File: config.mk
export PLATFORM = sky130hd
export DESIGN_NAME = adc_input_config
export DESIGN_NICKNAME = d
export VERILOG_FILES = /design/src/hdl/adc_input_pkg.sv /design/src/hdl/adc_input_config.sv
export VERILOG_INCLUDE_DIRS = /design/src /design/src/hdl
export SDC_FILE = /design/constraint.sdc
export NUM_CORES = 1
export LEC_CHECK = 0
export BUFFER_PORTS_ARGS = -buffer_cell sky130_fd_sc_hd__buf_2
export CORE_MARGIN = 2
export CORE_UTILIZATION = 40
export DETAILED_ROUTE_END_ITERATION = 7
export GPL_ROUTABILITY_DRIVEN = 0
export GPL_TIMING_DRIVEN = 0
export PLACE_DENSITY_LB_ADDON = 0.12
export SLEW_MARGIN = 20
export SYNTH_ARGS = -nofsm -noshare
export SYNTH_HDL_FRONTEND = slang
export SYNTH_SLANG_ARGS = --single-unit
File: constraint.sdc
create_clock -name sys_clk -period 3.6 [get_ports sys_clk]
set_input_delay 0.18 -clock sys_clk [delete_from_list [all_inputs] [get_ports sys_clk]]
set_output_delay 0.18 -clock sys_clk [all_outputs]
set_load 0.005 [all_outputs]
File: src/hdl/adc_input_defs.svh
// Constants for the converter input-configuration and coding block
`ifndef ADC_INPUT_DEFS_SVH
`define ADC_INPUT_DEFS_SVH
`define TRACK_EDGE      4'hD
`define LAST_EDGE       4'hE
`define CNT_ZERO        4'h0
`define SEL_PAIR_LSB    1
`define ADDR_SE_MAX     3'h5
`define ACQ_TIME_NS     300
`define CLK_PERIOD_NS   20
`define ACQ_CYCLES      ((`ACQ_TIME_NS + `CLK_PERIOD_NS - 1) / `CLK_PERIOD_NS)
`define ACQ_W           5
`endif

File: src/hdl/adc_input_pkg.sv
// Types shared by the converter input-configuration block
package adc_input_pkg;
  typedef enum logic [1:0] {
    MODE_SINGLE,
    MODE_FULL_DIFF,
    MODE_PSEUDO_DIFF
  } input_mode_t;

  typedef enum logic {
    CODE_STRAIGHT,
    CODE_TWOS
  } coding_t;

  typedef struct packed {
    input_mode_t mode;
    logic [5:0]  posSel;
    logic [5:0]  negSel;
    logic        negGround;
    logic        doubleRange;
    coding_t     coding;
    logic [1:0]  lsbShift;
    logic        addrValid;
  } conv_cfg_t;
endpackage

File: src/hdl/adc_input_config.sv
// Input selection, acquisition tracking and result coding for a dual converter
`timescale 1ns/1ps
`default_nettype none
`include "adc_input_defs.svh"

// Operation
// Select low differential pairs, high single-ended
// Host holds input type through acquisition
// Return to track on thirteenth rising edge
// Input type change acts immediately
// Host sets address before acquisition
// Mode change restarts acquisition period
// Single-ended address zero-five selects input, ground
// Differential: pair from upper bits, bit0 pseudo
// Host holds range until third falling edge
// Range low single span, high double
// Twos complement unless single range non-full-diff
// Code unit scales with mode and range
// Conversion starts on chip-select falling, fourteen clocks
module adc_input_config (
  // Clock and reset
  input  wire logic                     sys_clk,
  input  wire logic                     sys_rst,
  // Host pins
  input  wire logic                     csN,
  input  wire logic                     sclk,
  input  wire logic                     inputTypeSelect,
  input  wire logic                     chanAddrBit0,
  input  wire logic                     chanAddrBit1,
  input  wire logic                     chanAddrBit2,
  input  wire logic                     rangeSelect,
  // Configuration to the analog front end
  output var adc_input_pkg::conv_cfg_t  cfg,
  output logic                          trackMode,
  output logic                          converting,
  output logic                          convDone,
  output logic                          acqDone,
  output logic                          acqRestart
);

  logic [1:0] csSync, sclkSync, typeSync, rangeSync;
  logic [2:0] addrSync0, addrSync1;
  logic       csQ, sclkQ;
  logic [3:0] riseCnt_q;
  logic [3:0] fallCnt_q;
  logic       converting_q;
  logic       track_q;
  logic       rangeLatch_q;
  logic [`ACQ_W-1:0] acqCnt_q;
  adc_input_pkg::conv_cfg_t  cfg_d, cfg_q;
  adc_input_pkg::input_mode_t modePrev_q;
  logic       done_q, restart_q;

  // Two-stage synchronisers for every pin
  always_ff @(posedge sys_clk or posedge sys_rst) begin
    if (sys_rst) begin
      // Serial clock idles high; resetting low would fake a rising edge
      csSync    <= 2'h3;
      sclkSync  <= 2'h3;
      typeSync  <= 2'h0;
      rangeSync <= 2'h0;
      addrSync0 <= 3'h0;
      addrSync1 <= 3'h0;
      csQ       <= 1'b1;
      sclkQ     <= 1'b1;
    end else begin
      csSync    <= {csSync[0], csN};
      sclkSync  <= {sclkSync[0], sclk};
      typeSync  <= {typeSync[0], inputTypeSelect};
      rangeSync <= {rangeSync[0], rangeSelect};
      addrSync0 <= {chanAddrBit2, chanAddrBit1, chanAddrBit0};
      addrSync1 <= addrSync0;
      csQ       <= csSync[1];
      sclkQ     <= sclkSync[1];
    end
  end

  logic csFall, sclkRise, sclkFall;
  assign csFall   = csQ & ~csSync[1];
  assign sclkRise = ~sclkQ & sclkSync[1];
  assign sclkFall = sclkQ & ~sclkSync[1];

  // Frame sequencing: conversion from chip-select falling edge
  always_ff @(posedge sys_clk or posedge sys_rst) begin
    if (sys_rst) begin
      converting_q <= 1'b0;
      track_q      <= 1'b1;
      riseCnt_q    <= `CNT_ZERO;
      fallCnt_q    <= `CNT_ZERO;
      done_q       <= 1'b0;
    end else begin
      done_q <= 1'b0;
      if (csFall) begin
        converting_q <= 1'b1;
        track_q      <= 1'b0;
        riseCnt_q    <= `CNT_ZERO;
        fallCnt_q    <= `CNT_ZERO;
      end else if (csSync[1]) begin
        converting_q <= 1'b0;
        track_q      <= 1'b1;
      end else if (converting_q) begin
        if (sclkRise) begin
          riseCnt_q <= riseCnt_q + 4'h1;
          if (riseCnt_q + 4'h1 == `TRACK_EDGE) begin
            track_q <= 1'b1;
          end
        end
        if (sclkFall) begin
          fallCnt_q <= fallCnt_q + 4'h1;
          if (fallCnt_q + 4'h1 == `LAST_EDGE) begin
            converting_q <= 1'b0;
            done_q       <= 1'b1;
          end
        end
      end
    end
  end

  // Range is sampled at chip-select fall; host holds it to third falling edge
  always_ff @(posedge sys_clk or posedge sys_rst) begin
    if (sys_rst) begin
      rangeLatch_q <= 1'b0;
    end else if (csFall || !converting_q) begin
      rangeLatch_q <= rangeSync[1];
    end
  end

  // Decode of mode, channel and coding
  always_comb begin
    logic [2:0] addr;
    logic [1:0] pair;
    addr  = addrSync1;
    pair  = addr[2:`SEL_PAIR_LSB];
    cfg_d = '0;
    cfg_d.doubleRange = rangeLatch_q;
    if (typeSync[1]) begin
      cfg_d.mode      = adc_input_pkg::MODE_SINGLE;
      cfg_d.addrValid = (addr <= `ADDR_SE_MAX);
      cfg_d.posSel    = cfg_d.addrValid ? 6'h01 << addr : 6'h00;
      cfg_d.negGround = 1'b1;
    end else begin
      cfg_d.mode      = addr[0] ? adc_input_pkg::MODE_PSEUDO_DIFF
                                : adc_input_pkg::MODE_FULL_DIFF;
      cfg_d.addrValid = (pair != 2'h3);
      cfg_d.posSel    = cfg_d.addrValid ? 6'h01 << {pair, 1'b0} : 6'h00;
      cfg_d.negSel    = cfg_d.addrValid ? 6'h02 << {pair, 1'b0} : 6'h00;
    end

    if (rangeLatch_q || cfg_d.mode == adc_input_pkg::MODE_FULL_DIFF) begin
      cfg_d.coding = adc_input_pkg::CODE_TWOS;
    end else begin
      cfg_d.coding = adc_input_pkg::CODE_STRAIGHT;
    end

    cfg_d.lsbShift = {1'b0, rangeLatch_q}
                   + {1'b0, cfg_d.mode != adc_input_pkg::MODE_SINGLE};
  end

  // Configuration follows the pins at all times except range, held from chip-select fall, so a type or address change mid-conversion lands
  always_ff @(posedge sys_clk or posedge sys_rst) begin
    if (sys_rst) begin
      cfg_q <= '0;
    end else begin
      cfg_q <= cfg_d;
    end
  end

  // Acquisition timer restarts on each return to track or mode change
  always_ff @(posedge sys_clk or posedge sys_rst) begin
    if (sys_rst) begin
      acqCnt_q   <= '0;
      modePrev_q <= adc_input_pkg::MODE_SINGLE;
      restart_q  <= 1'b0;
    end else begin
      modePrev_q <= cfg_q.mode;
      restart_q  <= 1'b0;
      if (!track_q) begin
        acqCnt_q <= '0;
      end else if (cfg_q.mode != modePrev_q) begin
        acqCnt_q  <= '0;
        restart_q <= 1'b1;
      end else if (acqCnt_q != `ACQ_W'(`ACQ_CYCLES)) begin
        acqCnt_q <= acqCnt_q + `ACQ_W'(1);
      end
    end
  end

  assign cfg        = cfg_q;
  assign trackMode  = track_q;
  assign converting = converting_q;
  assign convDone   = done_q;
  assign acqDone    = track_q && (acqCnt_q == `ACQ_W'(`ACQ_CYCLES));
  assign acqRestart = restart_q;
endmodule // adc_input_config
`default_nettype wire

==> impl_metrics.csv <==
group,metric,value,unit
route,routed-via-count,1267,
worst_setup_path,crit_buf_inv,2,
pwr,p_leak,1.18,nW
layout,multiInputGateArea,588,um2
worst_setup_path,critPathKind,"flop to output pin",
clock_network,clk_path_buf_depth,2,
route,via_per_inst,4.71,
grt,grt_max_degree,32,
yosys,yosys_warnings,0,
worst_setup_path,slowest_stage,"dfrtp_1",
yosys,yosysTopAreaCell,"dfrtp_1",
layout,nNetsFinal,218,
yosys,synth-seq-cells,53,
clock_network,clock-root-buffer,"clkbuf_8",
worst_setup_path,reg2reg_from,"acqCnt_q[0]$_DFFE_PP0P_",
clock_network,insertion_delay,300,ps
worst_setup_path,worstPathArrival,1730,ps
worst_setup_path,cp_top_family,"flip-flops",
grt,track_usage,0.135,
worst_setup_path,timing.rr.end,"acqCnt_q[3]$_DFFE_PP0P_",
yosys,yosysMostFrequentCell,"dfrtp_1",
placement,io_buffers,30,
timing,finalHoldViolCount,0,
hold_path,min_path_cells,0,
floorplan,dieArea,5560,um2
yosys,synth_enable_flop_cells,0,
yosys,seq_area_frac_synth,0.670,
timing,max_freq,524,MHz
layout,insertedDiodeCount,0,
clock_network,post_cts_buffers,0,
pwr,p_sw,237,uW
timing,finalClockSkew,7.38,ps
pwr,internal-power,868,uW
yosys,synth_cell_types,41,
pwr,pwr-share-comb,0.073,
route,first_pass_iters,4,
run_status,status,"completed",
hold_path,min_to,"typeSync[1]$_DFF_PP0_",
pwr,clkPwrFrac,0.342,
worst_setup_path,max_stage_delay,410,ps
worst_setup_path,r2r_setup_slack,1930,ps
hold_path,hold_start,"typeSync[0]$_DFF_PP0_",
yosys,synth_top_area_frac,0.578,
grt,grt_pass1_wl,5620,um
pwr,seqPwrFrac,0.584,
timing,finalSetupViolations,0,
yosys,syn_inst,154,
yosys,synth_ff_type,"dfrtp_1",
route,drc,0,
clock_network,cts_tree,"done",
grt,antenna_found_initial,0,
worst_setup_path,start_kind,"flop",
timing,rsz0062_at_grt,"false",
worst_setup_path,critPathRequiredTime,3420,ps
yosys,syn-cell-area,1990,um2
pwr,p_sw_frac,0.214,
yosys,synth_common_cells,"dfrtp_1, nor2_1, inv_1",
route,detail-route-antenna-nets,0,
worst_setup_path,crit_chain,"ha_1 -> and3_1 -> ha_1 -> clkbuf_1 -> and2_1 -> buf_2",
grt,grt-ovfl-total,0,
flow_run,cap_violations,0,
timing,finalSetupTns,0,ps
timing,final.period_utilization,0.530,
floorplan,core-area,4750,um2
timing,fin_crit,1910,ps
clock_network,cts.sinks,53,
clock_network,h-tree-depth,2,
layout,drive_gt1_frac,0.262,
yosys,syn_area_per_cell,12.9,um2
placement,dp_hpwl,2400,um
pwr,p_per_area,453,nW/um2
route,avgRoutedWirePerCell,12.1,um
worst_setup_path,worst_setup_path_end_kind,"output pin",
floorplan,ios,34,
floorplan,start_util,0.419,
worst_setup_path,r2r_cells,7,
timing,drv_slew,0,
clock_network,cts-buffers-inserted,5,
layout,syn_to_final_growth,22.4,%
floorplan,rows,25,
route,drt-total-wl,3270,um
clock_network,clk_pin_slew_worst_paths,90,ps
yosys,synthTopCellsByArea,"dfrtp_1, dfstp_2, ha_1",
timing,finalHoldWorstSlack,353,ps
grt,grt_pass1_vias,1289,
worst_setup_path,cp_max_fo,7,
layout,fillers,448,
layout,seq_area,1340,um2
floorplan,die_w,74.6,um
worst_setup_path,cp_common_cell,"ha_1",
yosys,async_flop_share,1.00,
route,first_iter_violations,74,
pwr,ir_drop,0.251,mV
floorplan,dieHeight,74.6,um
hold_path,hold_path.class,"flop to flop",
## power by group through the flow
stage | sequential (mW) | clock (mW) | combinational, mW
5_1_grt | 0.650 | 0.419 | 0.0916
4_1_cts | 0.646 | 0.392 | 0.0832
6_report | 0.646 | 0.378 | 0.0810
3_5_place_dp | 0.658 | 0 | 0.0766
3_3_place_gp | 0.656 | 0 | 0.0712
2_1_floorplan | 0.655 | 0 | 0.0427
## registers in the layout, summed over array words and instances, names as in the netlist
register / count
modePrev_q: 2
converting: 1
rangeSync: 2
acqCnt_q: 5
fallCnt_q: 4
riseCnt_q: 4
acqRestart: 1
sclkQ: 1
csSync: 2
sclkSync: 2
rangeLatch_q: 1
typeSync: 2
addrSync0: 3
csQ: 1
convDone: 1
cfg: 17
addrSync1: 3
trackMode: 1
## worst max-delay path by stage
| stage | start | endpoint | slack [ps] | cells past startpoint |
|---|---|---|---|---|
| global placement | sys_rst | fallCnt_q[0]$_DFFE_PP0P_ | 1600 | 2 |
| detailed placement | acqCnt_q[0]$_DFFE_PP0P_ | acqCnt_q[3]$_DFFE_PP0P_ | 1920 | 7 |
| CTS | acqCnt_q[0]$_DFFE_PP0P_ | acqDone | 1670 | 6 |
| global route | acqCnt_q[0]$_DFFE_PP0P_ | acqDone | 1600 | 6 |
| floorplan | acqCnt_q[0]$_DFFE_PP0P_ | acqCnt_q[3]$_DFFE_PP0P_ | 2030 | 7 |
| finish | acqCnt_q[0]$_DFFE_PP0P_ | acqDone | 1690 | 6 |
## per-stage QoR
step	total power [mW]	cells	cell area (um2)	utilization	worst slack (ps)
finish	1.11	269	2440	0.513	1690
detailed placement	0.734	254	2250	0.474	1920
global route	1.16	269	2440	0.513	1600
CTS	1.12	269	2440	0.513	1670
global placement	0.728	253	2230	0.470	1600
floorplan	0.698	156	2000	-	2030
## cell families after synthesis
kind of cell | count (synthesis) | synth area share
compound gates | 20 | 0.0716
xor+xnor | 9 | 0.0396
simple gates | 46 | 0.119
other cells | 1 | 0.00188
flops | 53 | 0.670
buf+inv | 15 | 0.0383
mux | 3 | 0.0157
fa+ha+maj | 7 | 0.0440
## layout make-up
class,instances,area share
sequential,53,0.548
multi-input combinational,88,0.241
timing repair buffer,39,0.103
tap,67,0.0344
clock buffer,5,0.0282
buffer,6,0.0175
clock inverter,2,0.0144
inverter,9,0.0139
## metal layers
layer	vias to the layer above	track usage	part of all wire
met5	-	0	0
met4	0	0.0476	0.013
met3	5	0.0407	0.043
met2	26	0.230	0.51
met1	629	0.163	0.43
li1	607	-	-
## cell usage in the layout (no fill, tap or decap), drive strengths merged, types with 2 or more instances in the layout
cell         Yosys  final
nor2b            2      2
dlygate4sd3      0      8
dfrtp           46     46
xnor2            4      4
mux2i            2      2
inv              9      9
nand3            4      4
xor2             5      5
clkbuf           1      6
nand2            8      8
and3b            2      2
and3             2      2
nand3b           3      3
dfstp            7      7
conb             1      3
nor2            14     14
nand2b           3      3
o21ai            2      2
ha               7      7
o311ai           3      3
nor3             2      2
buf              5     36
a21oi            5      5
a21o             2      2
## repair_timing
action | in CTS | in global routing
gates resized for setup | 0 | 0
endpoints found under the hold margin | 28 | 0
hold buffers | 8 | 0
No activity file was read; power rests on OpenSTA's default activity.
